--- src/usfb_consts.svh ---
// register offsets, field positions, reset values and timing counts of the serial block
`ifndef USFB_CONSTS_SVH
`define USFB_CONSTS_SVH
`define USFB_ADDR_DIV_LO 6'h09
`define USFB_ADDR_CTRL_B 6'h0A
`define USFB_ADDR_CTRL_A 6'h0B
`define USFB_ADDR_DATA 6'h0C
`define USFB_ADDR_SHARED 6'h20
`define USFB_SEL_BIT 7
`define USFB_FRAME_RESET 7'h06
`define USFB_DIV_RESET 12'h000
`define USFB_FC_MODE 6
`define USFB_FC_PAR_HI 5
`define USFB_FC_PAR_LO 4
`define USFB_FC_STOP 3
`define USFB_FC_SZ1 2
`define USFB_FC_SZ0 1
`define USFB_FC_POL 0
`define USFB_CB_RXEN 4
`define USFB_CB_TXEN 3
`define USFB_CB_SZ2 2
`define USFB_CB_RX9 1
`define USFB_CB_TX9 0
`define USFB_CA_RXC 7
`define USFB_CA_TXE 5
`define USFB_CA_PE 2
`define USFB_CA_DBL 1
`define USFB_OVS_NORMAL 4'hF
`define USFB_OVS_DOUBLE 4'h7
`define USFB_OVS_SYNC 4'h1
`endif

--- src/usfb_pkg.sv ---
// state types of the serial block
`default_nettype none
package usfb_pkg;
   typedef enum logic [2:0] {
      TX_IDLE = 3'b000,
      TX_START = 3'b001,
      TX_DATA = 3'b010,
      TX_PAR = 3'b011,
      TX_STOP1 = 3'b100,
      TX_STOP2 = 3'b101
   } usfb_tx_e;
   typedef enum logic [2:0] {
      RX_IDLE = 3'b000,
      RX_START = 3'b001,
      RX_DATA = 3'b010,
      RX_PAR = 3'b011,
      RX_STOP = 3'b100
   } usfb_rx_e;
endpackage
`default_nettype wire

--- src/usfb_top.sv ---
// serial transceiver with frame format and baud divisor registers on the I/O bus
`timescale 1ns/1ps
`default_nettype none
`include "usfb_consts.svh"
module usfb_top
   import usfb_pkg::*;
#(
   parameter int ADDR_W = 6
) (
   // clock and reset
   input wire logic CLOCK_I,
   input wire logic RESET_I,
   // I/O bus
   input wire logic [ADDR_W-1:0] IO_ADDR_I,
   input wire logic [7:0] IO_WDATA_I,
   input wire logic IO_WR_I,
   input wire logic IO_RD_I,
   output logic [7:0] IO_RDATA_O,
   // serial lines
   input wire logic RXD_I,
   output logic TXD_O,
   output logic XCK_O
);
   if (ADDR_W < 6) begin : g_bad_addr
      $error("usfb_top: ADDR_W must be at least 6");
   end

   localparam logic [ADDR_W-1:0] A_DIV_LO = ADDR_W'(`USFB_ADDR_DIV_LO);
   localparam logic [ADDR_W-1:0] A_CTRL_B = ADDR_W'(`USFB_ADDR_CTRL_B);
   localparam logic [ADDR_W-1:0] A_CTRL_A = ADDR_W'(`USFB_ADDR_CTRL_A);
   localparam logic [ADDR_W-1:0] A_DATA = ADDR_W'(`USFB_ADDR_DATA);
   localparam logic [ADDR_W-1:0] A_SHARED = ADDR_W'(`USFB_ADDR_SHARED);

   logic [6:0] frame_r;
   logic [3:0] div_hi_r;
   logic [7:0] div_lo_r;
   logic dbl_r, rxen_r, txen_r, sz2_r, tx9_r;
   logic shared_rd_r;
   logic [7:0] rdata_r;
   logic [11:0] div_cnt_r;
   logic [3:0] phase_r;
   logic xck_r, txd_r;
   usfb_tx_e tx_state_r;
   logic tx_pend_r;
   logic [3:0] tx_idx_r;
   logic [8:0] tx_shift_r;
   logic rxd_meta_r, rxd_sync_r;
   usfb_rx_e rx_state_r;
   logic [3:0] rx_cnt_r, rx_idx_r;
   logic [8:0] rx_data_r;
   logic rx_par_r, rx_perr_r, rx_done_r;
   logic [8:0] rx_buf_r;
   logic rxc_r, pe_r;

   logic wr_shared, wr_lo, wr_data, rd_data;
   logic sync_mode, pol, par_en, par_odd, stop2;
   logic [11:0] baud_divisor;
   logic [3:0] nbits, ovs_last, rx_tgt;
   logic tick, bit_end, rx_smp, tx_load;
   logic [8:0] data_mask;
   logic tx_par_bit;
   logic [3:0] phase_nxt;

   assign wr_shared = IO_WR_I && (IO_ADDR_I == A_SHARED);
   assign wr_lo = IO_WR_I && (IO_ADDR_I == A_DIV_LO);
   assign wr_data = IO_WR_I && (IO_ADDR_I == A_DATA);
   assign rd_data = IO_RD_I && (IO_ADDR_I == A_DATA);
   assign sync_mode = frame_r[`USFB_FC_MODE];
   assign pol = frame_r[`USFB_FC_POL];
   // reserved parity code 01 behaves as disabled
   assign par_en = frame_r[`USFB_FC_PAR_HI];
   assign par_odd = frame_r[`USFB_FC_PAR_LO];
   assign stop2 = frame_r[`USFB_FC_STOP];
   assign baud_divisor = {div_hi_r, div_lo_r};

   // reserved size codes fall back to eight bits
   always_comb begin
      case ({sz2_r, frame_r[`USFB_FC_SZ1], frame_r[`USFB_FC_SZ0]})
         3'b000: nbits = 4'h5;
         3'b001: nbits = 4'h6;
         3'b010: nbits = 4'h7;
         3'b111: nbits = 4'h9;
         default: nbits = 4'h8;
      endcase
   end

   // double speed only matters in async mode
   assign ovs_last = sync_mode ? `USFB_OVS_SYNC :
                     (dbl_r ? `USFB_OVS_DOUBLE : `USFB_OVS_NORMAL);

   genvar gi;
   for (gi = 0; gi < 9; gi++) begin : g_mask
      assign data_mask[gi] = (4'(gi) < nbits);
   end
   assign tx_par_bit = (^(tx_shift_r & data_mask)) ^ par_odd;

   // register writes
   always_ff @(posedge CLOCK_I or posedge RESET_I) begin
      if (RESET_I) begin
         frame_r <= `USFB_FRAME_RESET;
         div_hi_r <= 4'(`USFB_DIV_RESET >> 8);
         div_lo_r <= 8'h00;
         dbl_r <= 1'b0;
         rxen_r <= 1'b0;
         txen_r <= 1'b0;
         sz2_r <= 1'b0;
         tx9_r <= 1'b0;
      end else if (IO_WR_I) begin
         if (wr_shared && IO_WDATA_I[`USFB_SEL_BIT]) begin
            frame_r <= IO_WDATA_I[6:0];
         end else if (wr_shared) begin
            // bits 6:4 are reserved and not stored
            div_hi_r <= IO_WDATA_I[3:0];
         end
         if (wr_lo) begin
            div_lo_r <= IO_WDATA_I;
         end
         if (IO_ADDR_I == A_CTRL_A) begin
            dbl_r <= IO_WDATA_I[`USFB_CA_DBL];
         end
         if (IO_ADDR_I == A_CTRL_B) begin
            rxen_r <= IO_WDATA_I[`USFB_CB_RXEN];
            txen_r <= IO_WDATA_I[`USFB_CB_TXEN];
            sz2_r <= IO_WDATA_I[`USFB_CB_SZ2];
            tx9_r <= IO_WDATA_I[`USFB_CB_TX9];
         end
      end
   end

   // shared read: high byte first, frame register when the read directly follows one
   always_ff @(posedge CLOCK_I or posedge RESET_I) begin
      if (RESET_I) begin
         shared_rd_r <= 1'b0;
      end else if (IO_RD_I || IO_WR_I) begin
         shared_rd_r <= IO_RD_I && (IO_ADDR_I == A_SHARED) && !shared_rd_r;
      end
   end

   always_ff @(posedge CLOCK_I or posedge RESET_I) begin
      if (RESET_I) begin
         rdata_r <= 8'h00;
      end else if (IO_RD_I) begin
         case (IO_ADDR_I)
            A_SHARED: rdata_r <= shared_rd_r ? {1'b1, frame_r} : {4'h0, div_hi_r};
            A_DIV_LO: rdata_r <= div_lo_r;
            A_CTRL_A: rdata_r <= {rxc_r, 1'b0, !tx_pend_r && tx_state_r == TX_IDLE,
                                  2'b00, pe_r, dbl_r, 1'b0};
            A_CTRL_B: rdata_r <= {3'b000, rxen_r, txen_r, sz2_r, rx_buf_r[8], tx9_r};
            A_DATA: rdata_r <= rx_buf_r[7:0];
            default: rdata_r <= 8'h00;
         endcase
      end
   end
   assign IO_RDATA_O = rdata_r;

   // prescaler: one tick every divisor plus one clocks
   assign tick = (div_cnt_r == 12'h000);
   always_ff @(posedge CLOCK_I or posedge RESET_I) begin
      if (RESET_I) begin
         div_cnt_r <= `USFB_DIV_RESET;
         phase_r <= 4'h0;
      end else if (wr_lo) begin
         div_cnt_r <= {div_hi_r, IO_WDATA_I};
         phase_r <= 4'h0;
      end else if (tick) begin
         div_cnt_r <= baud_divisor;
         phase_r <= (phase_r >= ovs_last) ? 4'h0 : 4'(phase_r + 4'h1);
      end else begin
         div_cnt_r <= 12'(div_cnt_r - 12'h001);
      end
   end
   assign bit_end = tick && (phase_r >= ovs_last);
   assign phase_nxt = (wr_lo || bit_end) ? 4'h0 : (tick ? 4'(phase_r + 4'h1) : phase_r);

   // sync clock follows the next phase, so its launching edge meets the data change
   // instead of trailing it by one system clock
   always_ff @(posedge CLOCK_I or posedge RESET_I) begin
      if (RESET_I) begin
         xck_r <= 1'b0;
      end else begin
         xck_r <= sync_mode ? ((phase_nxt == 4'h0) ^ pol) : 1'b0;
      end
   end
   assign XCK_O = xck_r;

   // transmitter; a write while busy is dropped
   assign tx_load = wr_data && txen_r && !tx_pend_r && tx_state_r == TX_IDLE;
   always_ff @(posedge CLOCK_I or posedge RESET_I) begin
      if (RESET_I) begin
         tx_state_r <= TX_IDLE;
         tx_pend_r <= 1'b0;
         tx_idx_r <= 4'h0;
         tx_shift_r <= 9'h000;
         txd_r <= 1'b1;
      end else begin
         if (tx_load) begin
            tx_shift_r <= {tx9_r, IO_WDATA_I};
            tx_pend_r <= 1'b1;
         end
         if (bit_end) begin
            case (tx_state_r)
               TX_IDLE: begin
                  if (tx_pend_r) begin
                     tx_state_r <= TX_START;
                     tx_pend_r <= 1'b0;
                     txd_r <= 1'b0;
                  end
               end
               TX_START: begin
                  tx_state_r <= TX_DATA;
                  tx_idx_r <= 4'h0;
                  txd_r <= tx_shift_r[0];
               end
               TX_DATA: begin
                  if (tx_idx_r == 4'(nbits - 4'h1)) begin
                     tx_state_r <= par_en ? TX_PAR : TX_STOP1;
                     txd_r <= par_en ? tx_par_bit : 1'b1;
                  end else begin
                     tx_idx_r <= 4'(tx_idx_r + 4'h1);
                     txd_r <= tx_shift_r[4'(tx_idx_r + 4'h1)];
                  end
               end
               TX_PAR: begin
                  tx_state_r <= TX_STOP1;
                  txd_r <= 1'b1;
               end
               TX_STOP1: tx_state_r <= stop2 ? TX_STOP2 : TX_IDLE;
               TX_STOP2: tx_state_r <= TX_IDLE;
               default: tx_state_r <= TX_IDLE;
            endcase
         end
      end
   end
   assign TXD_O = txd_r;

   // receive line synchroniser
   always_ff @(posedge CLOCK_I or posedge RESET_I) begin
      if (RESET_I) begin
         rxd_meta_r <= 1'b1;
         rxd_sync_r <= 1'b1;
      end else begin
         rxd_meta_r <= RXD_I;
         rxd_sync_r <= rxd_meta_r;
      end
   end

   // async samples mid-bit from the start edge; sync samples on the sampling edge
   assign rx_tgt = (rx_state_r == RX_START) ? (ovs_last >> 1) : ovs_last;
   assign rx_smp = sync_mode ? (tick && phase_r == 4'h0) : (tick && rx_cnt_r == rx_tgt);

   always_ff @(posedge CLOCK_I or posedge RESET_I) begin
      if (RESET_I) begin
         rx_state_r <= RX_IDLE;
         rx_cnt_r <= 4'h0;
         rx_idx_r <= 4'h0;
         rx_data_r <= 9'h000;
         rx_par_r <= 1'b0;
         rx_perr_r <= 1'b0;
         rx_done_r <= 1'b0;
      end else begin
         rx_done_r <= 1'b0;
         if (tick && rx_state_r != RX_IDLE) begin
            rx_cnt_r <= rx_smp ? 4'h0 : 4'(rx_cnt_r + 4'h1);
         end
         case (rx_state_r)
            RX_IDLE: begin
               rx_cnt_r <= 4'h0;
               if (rxen_r && !rxd_sync_r && !sync_mode && tick) begin
                  rx_state_r <= RX_START;
               end else if (rxen_r && !rxd_sync_r && rx_smp) begin
                  rx_state_r <= RX_DATA;
                  rx_idx_r <= 4'h0;
                  rx_data_r <= 9'h000;
                  rx_par_r <= 1'b0;
                  rx_perr_r <= 1'b0;
               end
            end
            RX_START: begin
               if (rx_smp) begin
                  rx_state_r <= rxd_sync_r ? RX_IDLE : RX_DATA;
                  rx_idx_r <= 4'h0;
                  rx_data_r <= 9'h000;
                  rx_par_r <= 1'b0;
                  rx_perr_r <= 1'b0;
               end
            end
            RX_DATA: begin
               if (rx_smp) begin
                  rx_data_r[rx_idx_r] <= rxd_sync_r;
                  rx_par_r <= rx_par_r ^ rxd_sync_r;
                  if (rx_idx_r == 4'(nbits - 4'h1)) begin
                     rx_state_r <= par_en ? RX_PAR : RX_STOP;
                  end else begin
                     rx_idx_r <= 4'(rx_idx_r + 4'h1);
                  end
               end
            end
            RX_PAR: begin
               if (rx_smp) begin
                  rx_perr_r <= rx_par_r ^ rxd_sync_r ^ par_odd;
                  rx_state_r <= RX_STOP;
               end
            end
            // one stop bit is sampled whatever the stop setting
            RX_STOP: begin
               if (rx_smp) begin
                  rx_state_r <= RX_IDLE;
                  rx_done_r <= 1'b1;
               end
            end
            default: rx_state_r <= RX_IDLE;
         endcase
      end
   end

   // single-entry receive buffer; a new frame wins over a clearing read
   always_ff @(posedge CLOCK_I or posedge RESET_I) begin
      if (RESET_I) begin
         rx_buf_r <= 9'h000;
         rxc_r <= 1'b0;
         pe_r <= 1'b0;
      end else if (rx_done_r) begin
         rx_buf_r <= rx_data_r;
         rxc_r <= 1'b1;
         pe_r <= rx_perr_r;
      end else if (rd_data || !rxen_r) begin
         rxc_r <= 1'b0;
         pe_r <= 1'b0;
      end
   end
endmodule
`default_nettype wire

--- config.mk ---
export PLATFORM = sky130hd
export DESIGN_NAME = usfb_top
export DESIGN_NICKNAME = d
export VERILOG_FILES = /design/src/usfb_pkg.sv /design/src/usfb_top.sv
export VERILOG_INCLUDE_DIRS = /design/src /design/src/src
export SDC_FILE = /design/constraint.sdc
export NUM_CORES = 1
export LEC_CHECK = 0
export BUFFER_PORTS_ARGS = -buffer_cell sky130_fd_sc_hd__buf_2
export CORE_ASPECT_RATIO = 0.5
export CORE_MARGIN = 4
export CORE_UTILIZATION = 45
export CTS_CLUSTER_DIAMETER = 100
export CTS_CLUSTER_SIZE = 8
export DETAILED_ROUTE_END_ITERATION = 6
export PLACE_DENSITY_LB_ADDON = 0.12
export REMOVE_ABC_BUFFERS = 1
export SLEW_MARGIN = 5
export SYNTH_ARGS = -nofsm -noshare
export SYNTH_HDL_FRONTEND = slang
export SYNTH_SLANG_ARGS = --single-unit
export TNS_END_PERCENT = 100
--- constraint.sdc ---
create_clock -name CLOCK_I -period 3.9 [get_ports CLOCK_I]
set_input_delay 0.39 -clock CLOCK_I [delete_from_list [all_inputs] [get_ports CLOCK_I]]
set_output_delay 0.39 -clock CLOCK_I [all_outputs]
set_load 0.01 [all_outputs]
== Word-level counts from Yosys, hierarchy flattened ==
Index checks and enable logic that the tools add are counted.

* Bitwise logic cells: 6
* Eq/ne operators: 31
* Muxes and demuxes: 70
* Reduce and logical (&&, ||, !) cells: 55
* Order comparisons: 13
* Add/sub/neg operators: 6

{| class="wikitable"
|+ Operators with widths
! cell !! count
|-
| two-way mux 4 bit || 17
|-
| case mux 8 bit (5 select lines) || 1
|-
| two-way mux 9 bit || 4
|-
| two-way mux 3 bit || 11
|-
| case mux 3 bit (5 select lines) || 2
|-
| case mux 9 bit (3 select lines) || 1
|-
| == test 6 x 4 -> 1 bit (second input constant) || 4
|-
| two-way mux 12 bit || 2
|-
| inequality test 2 bit (second input constant) || 11
|-
| two-way mux 1 bit || 21
|-
| logical AND 1 bit || 20
|-
| adder 4 x 1 -> 4 bit (second input constant) || 4
|-
| < comparator 3 x 4 -> 1 bit (first input constant) || 4
|-
| case mux 4 bit (4 select lines) || 1
|-
| == test 3 x 2 -> 1 bit (second input constant) || 5
|-
| == test 4 bit || 3
|-
| zero test 12 bit || 1
|-
| case mux 4 bit (3 select lines) || 1
|-
| AND reduction 3 bit || 4
|-
| AND reduction 6 bit || 2
|-
| subtractor 12 x 1 -> 12 bit (second input constant) || 1
|-
| < comparator 4 x 5 -> 1 bit (second input constant) || 2
|-
| AND reduction 5 bit || 2
|-
| AND 9 bit || 1
|-
| 29 further kinds || 56
|}

* Bits in registers: 104
* Input port bits: 19

== Longest topological paths before layout ==
Gate-level depths: netlist (run 1).

* Depth in word-level cells: 10
* Depth in mapped cells: 10

== Least setup slack after synthesis (run 1) ==
Ideal clock, no wire load.

* Path type: reg2reg
* Start point: register frame_r[1]
* End point: register tx_idx_r[2]
* Data required time: 3.782 ns
* Stages on the path, launching flop included: 11
* Clock period less this slack: 3.011 ns
* Arrival time: 2.893 ns
* Path slack: 0.889 ns
* Setup time: 0.118 ns
* Buffers on the path: 1
* Path through: dfstp_2 -> clkbuf_1 -> xor2_1 -> nand2b_1 -> ha_1 -> xnor2_1 -> or3b_2 -> a311oi_1 -> o22ai_1 -> nor4b_1 -> a21o_1

* Longest elaborated chain between the ends: 6

{| class="wikitable"
|+ RTL lines
! item !! RTL line !! source
|-
| from (decl) || usfb_top.sv:34 || <nowiki>logic [6:0] frame_r;</nowiki>
|-
| from (signal assigned) || usfb_top.sv:100 || <nowiki>frame_r <= `USFB_FRAME_RESET;</nowiki>
|-
| from (signal assigned) || usfb_top.sv:110 || <nowiki>frame_r <= IO_WDATA_I[6:0];</nowiki>
|-
| == test 3 bit (tied with other cells) || usfb_top.sv:78 || <nowiki>case ({sz2_r, frame_r[`USFB_FC_SZ1], frame_r[`USFB_FC_SZ0]})</nowiki>
|-
| case mux 4 bit (4 select lines) * || usfb_top.sv:78 ||
|-
| subtractor 4 x 1 -> 4 bit * || usfb_top.sv:215 || <nowiki>if (tx_idx_r == 4'(nbits - 4'h1)) begin</nowiki>
|-
| == test 4 bit * || usfb_top.sv:215 ||
|-
| inequality test 2 bit (no source line) * || n/a ||
|-
| AND reduction 3 bit (no source line) * || n/a ||
|-
| to (signal assigned) || usfb_top.sv:219 || <nowiki>tx_idx_r <= 4'(tx_idx_r + 4'h1);</nowiki>
|-
| to (decl) || usfb_top.sv:45 || <nowiki>logic [3:0] tx_idx_r;</nowiki>
|}

Every way passes the cells marked *; elsewhere a longest branch is shown, timed or not.
A chain may end at the register's enable or synchronous reset.

== Worst setup path in the final report (run 1) ==
Ends and elaborated chain as after synthesis.

==> metrics, run 1 <==
outcome finished clean; Max-slew headroom 42.8%; core area 12700 um^2; clock network fraction of design power 35.5%; H-tree levels 3; worst-skew pair later-pin latency 350 ps; R2R Setup Slk between 600 and 700 ps; Setup CP Type reg -> reg; Setup Buffers After CTS 0; warnings from Yosys 0; count of cell types in the netlist 70; post-DP HPWL 11400 um; Critical Path Fanout Max 14; root buf cell clkbuf_16; Setup crit end kind flip-flop; overall power 2.60 mW; Final min period about 3200 ps; final hold viol count 0; area delta synth->final 10.4%; Worst Setup SP frame_r[1]$_DFFE_PP1P_; drt total wl approximately 16000 um; Seq pwr share 49.6%; Hold Path Class in -> reg; Die X ~170 um; Pre-antenna DRT Iters 4; Comb power frac 14.9%; maximum vdd drop ~0.24 mV; commonest non-fill, non-tap cell in the layout dfrtp_1; fmax 310 MHz; Die Area 15000 um^2; Die H 88.8 um; Routed Antenna Nets 0; CTS tree done; CTS sink cnt 104; Iter 0 DRT Violations between 400 and 500; post-synthesis cell count 615; IO Pins 29; clock transition at the registers of the reported paths 80 ps; Synth Flop Type dfrtp_1; async set or reset register ratio after synthesis 100%; cells on worst reg2reg path 9; WL/cell about 19 um; maxcap violations 0; PD cells 402 nW/um^2; critical path endpoint tx_idx_r[2]$_DFFE_PP0P_; vias in the first global route roughly 4300; slew of the pin with the lowest slew margin 850 ps; total CTS buffers 9; number of flops mapped to enable cells by yosys 0; clk buf depth 2; Antenna Cells 0; flops & latches, synth 104; post-layout util 51.0%; setup TNS 0 ps; Net Sw Power between 0.7 and 0.8 mW; dpl ws around 700 ps; switch share 29.8%; Remaining DRCs 0; gr ovfl total 0; Starting Density 46.2%; reg-to-reg startpoint frame_r[1]$_DFFE_PP1P_; Internal 1.83 mW; row cnt 29; Setup crit start kind flip-flop; gpl congestion 0.868; unrepaired setup endpoints after global routing false; vias 4748; Clock Skews 10.5 ps; first-pass GRT wire length 24700 um; pin count of the biggest net entering global routing 64; post-CTS sizing 0; hold_buf cts 0; post-synthesis sequential area ratio around 44%; critical path required time 4150 ps; worst path arrival time between 3000 and 4000 ps; mean post-synth cell area between 9 and 10 um^2; Final #Nets 668; Post-Syn Area 5870 um^2; Layout Cells excl Fill 810; initial antenna violation count 0; Worst Setup Slack, final 679 ps; static leakage 2.81 nW; Post-Place Cell Area 6180 um^2; layout cells sized above 1 ~18%; overall routing resource usage 21.4%; Final Max Tran Viols 0; reg-to-reg endpoint tx_idx_r[2]$_DFFE_PP0P_; final setup vio count 0; port buffer count 28; cell area after layout 6480 um^2; Final Hold Slack 128 ps; placed cell count 794; Vias/cell slightly below 6; most frequent cells in the layout 99 x dfrtp_1, 73 x nand2_1, 55 x o21ai_0; Period Utilization, post-route 82.6%
cell type report:
cell class              instances  area, um^2
clock inverters                 5        47.5
flip-flops and latches        104        2610
multi-input cells             455        3040
repair buffers                 38         215
fillers                      1188        6220
clock buffers                  11         253
well taps                     170         213
inverters                      27         104
metal layers:
metal	track usage, %	part of all wire, %	up-vias
met2	29.7	41	107
met5	0	0	-
li1	-	-	2281
met3	5.00	5.6	11
met4	4.09	0.99	0
met1	33.7	52	2349
logic make-up after synthesis:
kind of cell	Yosys count	share of synthesized area, %
compound gates	149	16.6
xor+xnor	27	4.26
fa+ha+maj	14	2.98
buf+inv	56	3.79
flops	104	44.4
mux	45	8.97
simple gates	220	19.0
power groups by stage:
stage	Clock [mW]	Combinational, mW	Sequential (mW)
floorplan	0	0.290	1.27
global placement	0	0.377	1.31
detailed placement	0	0.386	1.31
CTS	0.931	0.389	1.29
global route	0.982	0.438	1.31
finish	0.925	0.388	1.29
registers in the layout, indices dropped and copies added (netlist names), 3 cells and up:
register and count:
rx_cnt_r 4, div_hi_r 4, IO_RDATA_O 8, frame_r 7, rx_buf_r 9, rx_idx_r 4, div_cnt_r 12, rx_state_r 3
tx_state_r 3, tx_idx_r 4, rx_data_r 9, phase_r 4, div_lo_r 8, tx_shift_r 9
worst min-delay path by stage:
stage                                     from                    to  slack [ps]  cells past startpoint
final                                    RXD_I  rxd_meta_r$_DFF_PP1_         130                      1
after global routing                     RXD_I  rxd_meta_r$_DFF_PP1_         120                      1
after CTS                                RXD_I  rxd_meta_r$_DFF_PP1_         120                      1
after detailed placement  rxd_meta_r$_DFF_PP1_  rxd_sync_r$_DFF_PP1_         350                      0
after global placement    rxd_meta_r$_DFF_PP1_  rxd_sync_r$_DFF_PP1_         350                      0
after floorplan           rxd_meta_r$_DFF_PP1_  rxd_sync_r$_DFF_PP1_         350                      0
cells in the mapped netlist, drive strengths merged (6+ instances only):
cell type,instances,share of area (%)
a21oi,25,2.1
a22oi,9,1.2
a31oi,7,1.0
buf,7,0.66
clkbuf,22,1.4
dfrtp,99,42
ha,14,3.0
inv,27,1.7
mux2,41,7.9
nand2,73,4.7
nand2b,8,0.85
nand3,18,1.5
nand4,8,0.85
nor2,39,2.5
nor3,23,2.0
nor4,7,0.75
o21ai,57,4.9
o31ai,6,0.77
o41ai,7,1.0
or3,7,0.75
xnor2,18,2.7
xor2,8,1.2
worst max-delay path, cell delays in order (launching register included):
cell and delay [ps]:
dfstp_2 680, and3_1 250, nor2_1 70, ha_1 230
xnor2_1 220, or3b_2 460, a311oi_1 500, o22ai_1 310
nor4b_1 240, a21o_1 160
No activity file was read; power rests on OpenSTA's default activity.
==> inputs of run 2 (changes only) <==
clock period = 3.3 ns   (was 3.9 ns; I/O delays follow)
==> metrics, run 2 (same netlist as run 1, synthesis figures left out) <==
maxcap violations 0; fmax ~340 MHz; cell area after layout 6640 um^2; WL/cell 19.0 um; cells on worst reg2reg path 10; row cnt 29; vias 4844; drt total wl about 16000 um; Remaining DRCs 0; worst path arrival time roughly 3100 ps; Largest register FFs 12; commonest non-fill, non-tap cell in the layout dfrtp_1; Clock Skews 11.9 ps; gpl congestion 0.862; Die Area 15000 um^2; R2R Setup Slk 390 ps; gr ovfl total 0; post-DP HPWL 11400 um; Max-slew headroom 56.0%; final hold viol count 0; switch share between 20 and 30%; Setup crit end kind flip-flop; clk buf depth 2; area delta synth->final 13.0%; outcome finished clean; reg-to-reg startpoint frame_r[1]$_DFFE_PP1P_; Routed Antenna Nets 0; Net Sw Power 0.918 mW; root buf cell clkbuf_16; Setup crit start kind flip-flop; H-tree levels 3; setup TNS 0 ps; Post-Place Cell Area between 6000 and 7000 um^2; core area 12700 um^2; Antenna Cells 0; Period Utilization, post-route between 80 and 90%; Hold Path Class in -> async; post-layout util roughly 52%; clock transition at the registers of the reported paths roughly 70 ps; Final Max Tran Viols 0; Pre-antenna DRT Iters 5; CTS tree done; Top reg by flops div_cnt_r; first-pass GRT wire length 24900 um; slew of the pin with the lowest slew margin between 600 and 700 ps; hold_buf cts 0; initial antenna violation count 0; PD cells 487 nW/um^2; Worst Setup SP frame_r[1]$_DFFE_PP1P_; Internal 2.31 mW; Final min period 2910 ps; vias in the first global route 4503; pin count of the biggest net entering global routing approximately 70; Die H 88.8 um; Iter 0 DRT Violations 463; dpl ws between 200 and 300 ps; Worst Setup Slack, final 393 ps; critical path required time 3520 ps; Die X approximately 170 um; Vias/cell 5.88; static leakage 2.90 nW; Seq pwr share 46.9%; unrepaired setup endpoints after global routing false; total CTS buffers 9; Comb power frac 15.4%; Critical Path Fanout Max 8; IO Pins 29; clock network fraction of design power between 30% and 40%; layout cells sized above 1 19.7%; Starting Density 46.2%; reg-to-reg endpoint tx_state_r[1]$_DFFE_PP0P_; maximum vdd drop 0.233 mV; most frequent cells in the layout 99 x dfrtp_1, 73 x nand2_1, 54 x o21ai_0; Final #Nets 682; final setup vio count 0; overall routing resource usage a little over a fifth; port buffer count 28; worst-skew pair later-pin latency 350 ps; CTS sink cnt 104; Setup CP Type reg -> reg
==> run 2: cell types whose count changed in the layout (fill, tap and decap cells not counted) <==
cell       before  now
clkbuf_8        2    1
o21ai_0        55   54
buf_12          0    1
buf_4          10   23
clkinv_4        1    0
bufinv_16       0    2
o21ai_1         2    3
==> run 2: area by class of cell <==
type	instances	area [um^2]
inverter	27	104
sequential	104	2610
clock buffer	10	239
multi-input combinational	455	3040
timing repair buffer	52	333
tap	170	213
clock inverter	6	98.8
fill	1174	6060
==> run 2: how the worst max path moves through the flow <==
stage / slack (ps) / cells after the start / endpoint
2_1_floorplan: 250 / 1 / IO_RDATA_O[0]$_DFFE_PP0P_
3_3_place_gp: 440 / 10 / tx_state_r[2]$_DFFE_PP0P_
3_5_place_dp: 280 / 10 / tx_state_r[1]$_DFFE_PP0P_
4_1_cts: 270 / 10 / tx_state_r[1]$_DFFE_PP0P_
5_1_grt: 30 / 10 / tx_state_r[1]$_DFFE_PP0P_
6_report: 390 / 10 / tx_state_r[1]$_DFFE_PP0P_
==> run 2: stage by stage <==
step	hold WS [ps]	std cells	power [mW]
after global placement	348	802	2.01
after global routing	43.1	824	3.39
after detailed placement	348	802	2.02
after CTS	29.4	818	3.25
after floorplan	334	586	1.85
final	8.40	824	3.23
==> run 2: repair_timing <==
action,CTS,global route
setup buffers,0,6
endpoints found under the hold margin,0,0
gates resized for setup,0,1
endpoints found under the setup margin,0,3
==> run 2: per-layer routing <==
layer	vias to the layer above	GRT usage (%)	routed length, um
li1	2313	-	-
met1	2355	33.1	8030
met4	0	3.80	152
met3	14	4.82	987
met2	162	30.9	6450
met5	-	0	0
==> run 2: power by group through the flow <==
stage	Clock, mW	Combinational [mW]	Sequential [mW]
2_1_floorplan	0	0.343	1.50
3_3_place_gp	0	0.474	1.54
3_5_place_dp	0	0.483	1.54
4_1_cts	1.24	0.485	1.52
5_1_grt	1.29	0.561	1.53
6_report	1.22	0.498	1.52
==> run 2: worst max-delay path: stages, from the launching register on <==
cell	delay, ps
dfstp_2	610
and3_1	230
nor2_1	80
ha_1	230
xnor2_1	230
or3b_2	470
a311oi_1	270
buf_4	160
o21ai_0	190
o21ai_1	220
o31ai_1	90
==> inputs of run 3 (changes only) <==
CORE_MARGIN = 5   (was 4)
CORE_UTILIZATION = 38   (was 45)
==> metrics, run 3 (same netlist as run 1, synthesis figures left out) <==
outcome finished clean; Hold Path Class in -> reg; Iter 0 DRT Violations 431; layout cells sized above 1 19.1%; final setup vio count 0; Antenna Cells 0; setup TNS 0 ps; Starting Density 38.4%; Net Sw Power 0.913 mW; CTS tree done; maxcap violations 0; dpl ws about 95 ps; cell area after layout 6590 um^2; Largest register FFs 12; Setup crit start kind flip-flop; maximum vdd drop 0.235 mV; worst path arrival time 3260 ps; FF/Latch Area 2610 um^2; Die H 97.9 um; overall routing resource usage 18.6%; Setup Buffers After CTS 0; gpl congestion ~0.82; post-DP HPWL 12000 um; fmax 331 MHz; final hold viol count 0; placed cell count 838; Internal 2.14 mW; row cnt 32; Comb power frac 16.8%; Die Area ~18000 um^2; Hold Path Stages 1; area of the multi-input gates 3050 um^2; switch share 29.9%; CTS sink cnt 104; hold_buf cts 0; initial antenna violation count 0; Final Hold Slack 72.2 ps; Pre-antenna DRT Iters 5; WL/cell 19.2 um; Die X approximately 190 um; Layout Cells excl Fill 854; Final #Nets 678; post-layout util 43.1%; Setup crit end kind flip-flop; clock transition at the registers of the reported paths 70 ps; vias about 4700; overall power 3.05 mW; Critical Path Fanout Max 14; unrepaired setup endpoints after global routing false; Vias/cell around 5.6; Setup CP Type reg -> reg; area delta synth->final 12.3%; first-pass GRT wire length 26400 um; static leakage 2.84 nW; most frequent cells in the layout 99 x dfrtp_1, 73 x nand2_1, 54 x o21ai_0; Max-slew headroom 47.6%; PD cells 462 nW/um^2; Clock Skews about 6.6 ps; Fillers about 1500; core area ~15000 um^2; root buf cell clkbuf_16; cells on worst reg2reg path 9; Top reg by flops div_cnt_r; port buffer count 28; critical path required time 3540 ps; Worst Setup Slack, final 281 ps; total CTS buffers 9; Routed Antenna Nets 0; pin count of the biggest net entering global routing between 50 and 60; IO Pins 29; Final Max Tran Viols 0; post-CTS sizing 0; clock network fraction of design power 33.5%; Remaining DRCs 0; clk buf depth 2; Final min period 3020 ps; gr ovfl total 0; Seq pwr share 49.7%; vias in the first global route approximately 4500; worst-skew pair later-pin latency between 300 and 400 ps; H-tree levels 3; commonest non-fill, non-tap cell in the layout dfrtp_1; Period Utilization, post-route 91.5%; slew of the pin with the lowest slew margin 787 ps; drt total wl around 16000 um; Post-Place Cell Area about 6300 um^2
[run 3: worst max-delay path, cell delays in order, from the launching register on]
cell and delay [ps]:
dfstp_2 670, and3_1 240, nor2_1 70, ha_1 230, xnor2_1 230, or3b_2 480
a311oi_2 400, o22ai_1 230, nor4b_1 200, a21o_1 160
[run 3: final timing paths]
| kind | start | end | slack [ps] |
|---|---|---|---|
| worst max-delay path | frame_r[1]$_DFFE_PP1P_ | tx_idx_r[2]$_DFFE_PP0P_ | 280 |
| worst min-delay path | RXD_I | rxd_meta_r$_DFF_PP1_ | 70 |
| worst max register to register | frame_r[1]$_DFFE_PP1P_ | tx_idx_r[2]$_DFFE_PP0P_ | 280 |
| worst min register to register | rxd_meta_r$_DFF_PP1_ | rxd_sync_r$_DFF_PP1_ | 360 |
| max in group asynchronous | RESET_I | frame_r[1]$_DFFE_PP1P_ | 2390 |
| min in group asynchronous | RESET_I | tx_idx_r[0]$_DFFE_PP0P_ | 130 |
[run 3: power by group through the flow]
stage,sequential (mW),clock (mW),combinational [mW]
after floorplan,1.50,0,0.343
after global placement,1.54,0,0.504
after detailed placement,1.54,0,0.510
after CTS,1.51,1.05,0.513
after global routing,1.54,1.10,0.578
final,1.52,1.02,0.512
[run 3: final cells by class]
cell class                 count  share of cell area [%]
inverter                      27                    1.58
clock buffer                  11                    3.53
multi-input combinational    455                    46.2
sequential                   104                    39.6
timing repair buffer          48                    4.59
clock inverter                 5                   0.645
tap                          204                    3.87
[run 3: layer usage]
layer  up-vias  share of wire (%)  GRT usage (%)
li1       2292                  -              -
met1      2359                 53           29.7
met2        81                 42           26.4
met3         9                3.7           3.57
met4         0               0.49           2.63
met5         -                  0              0
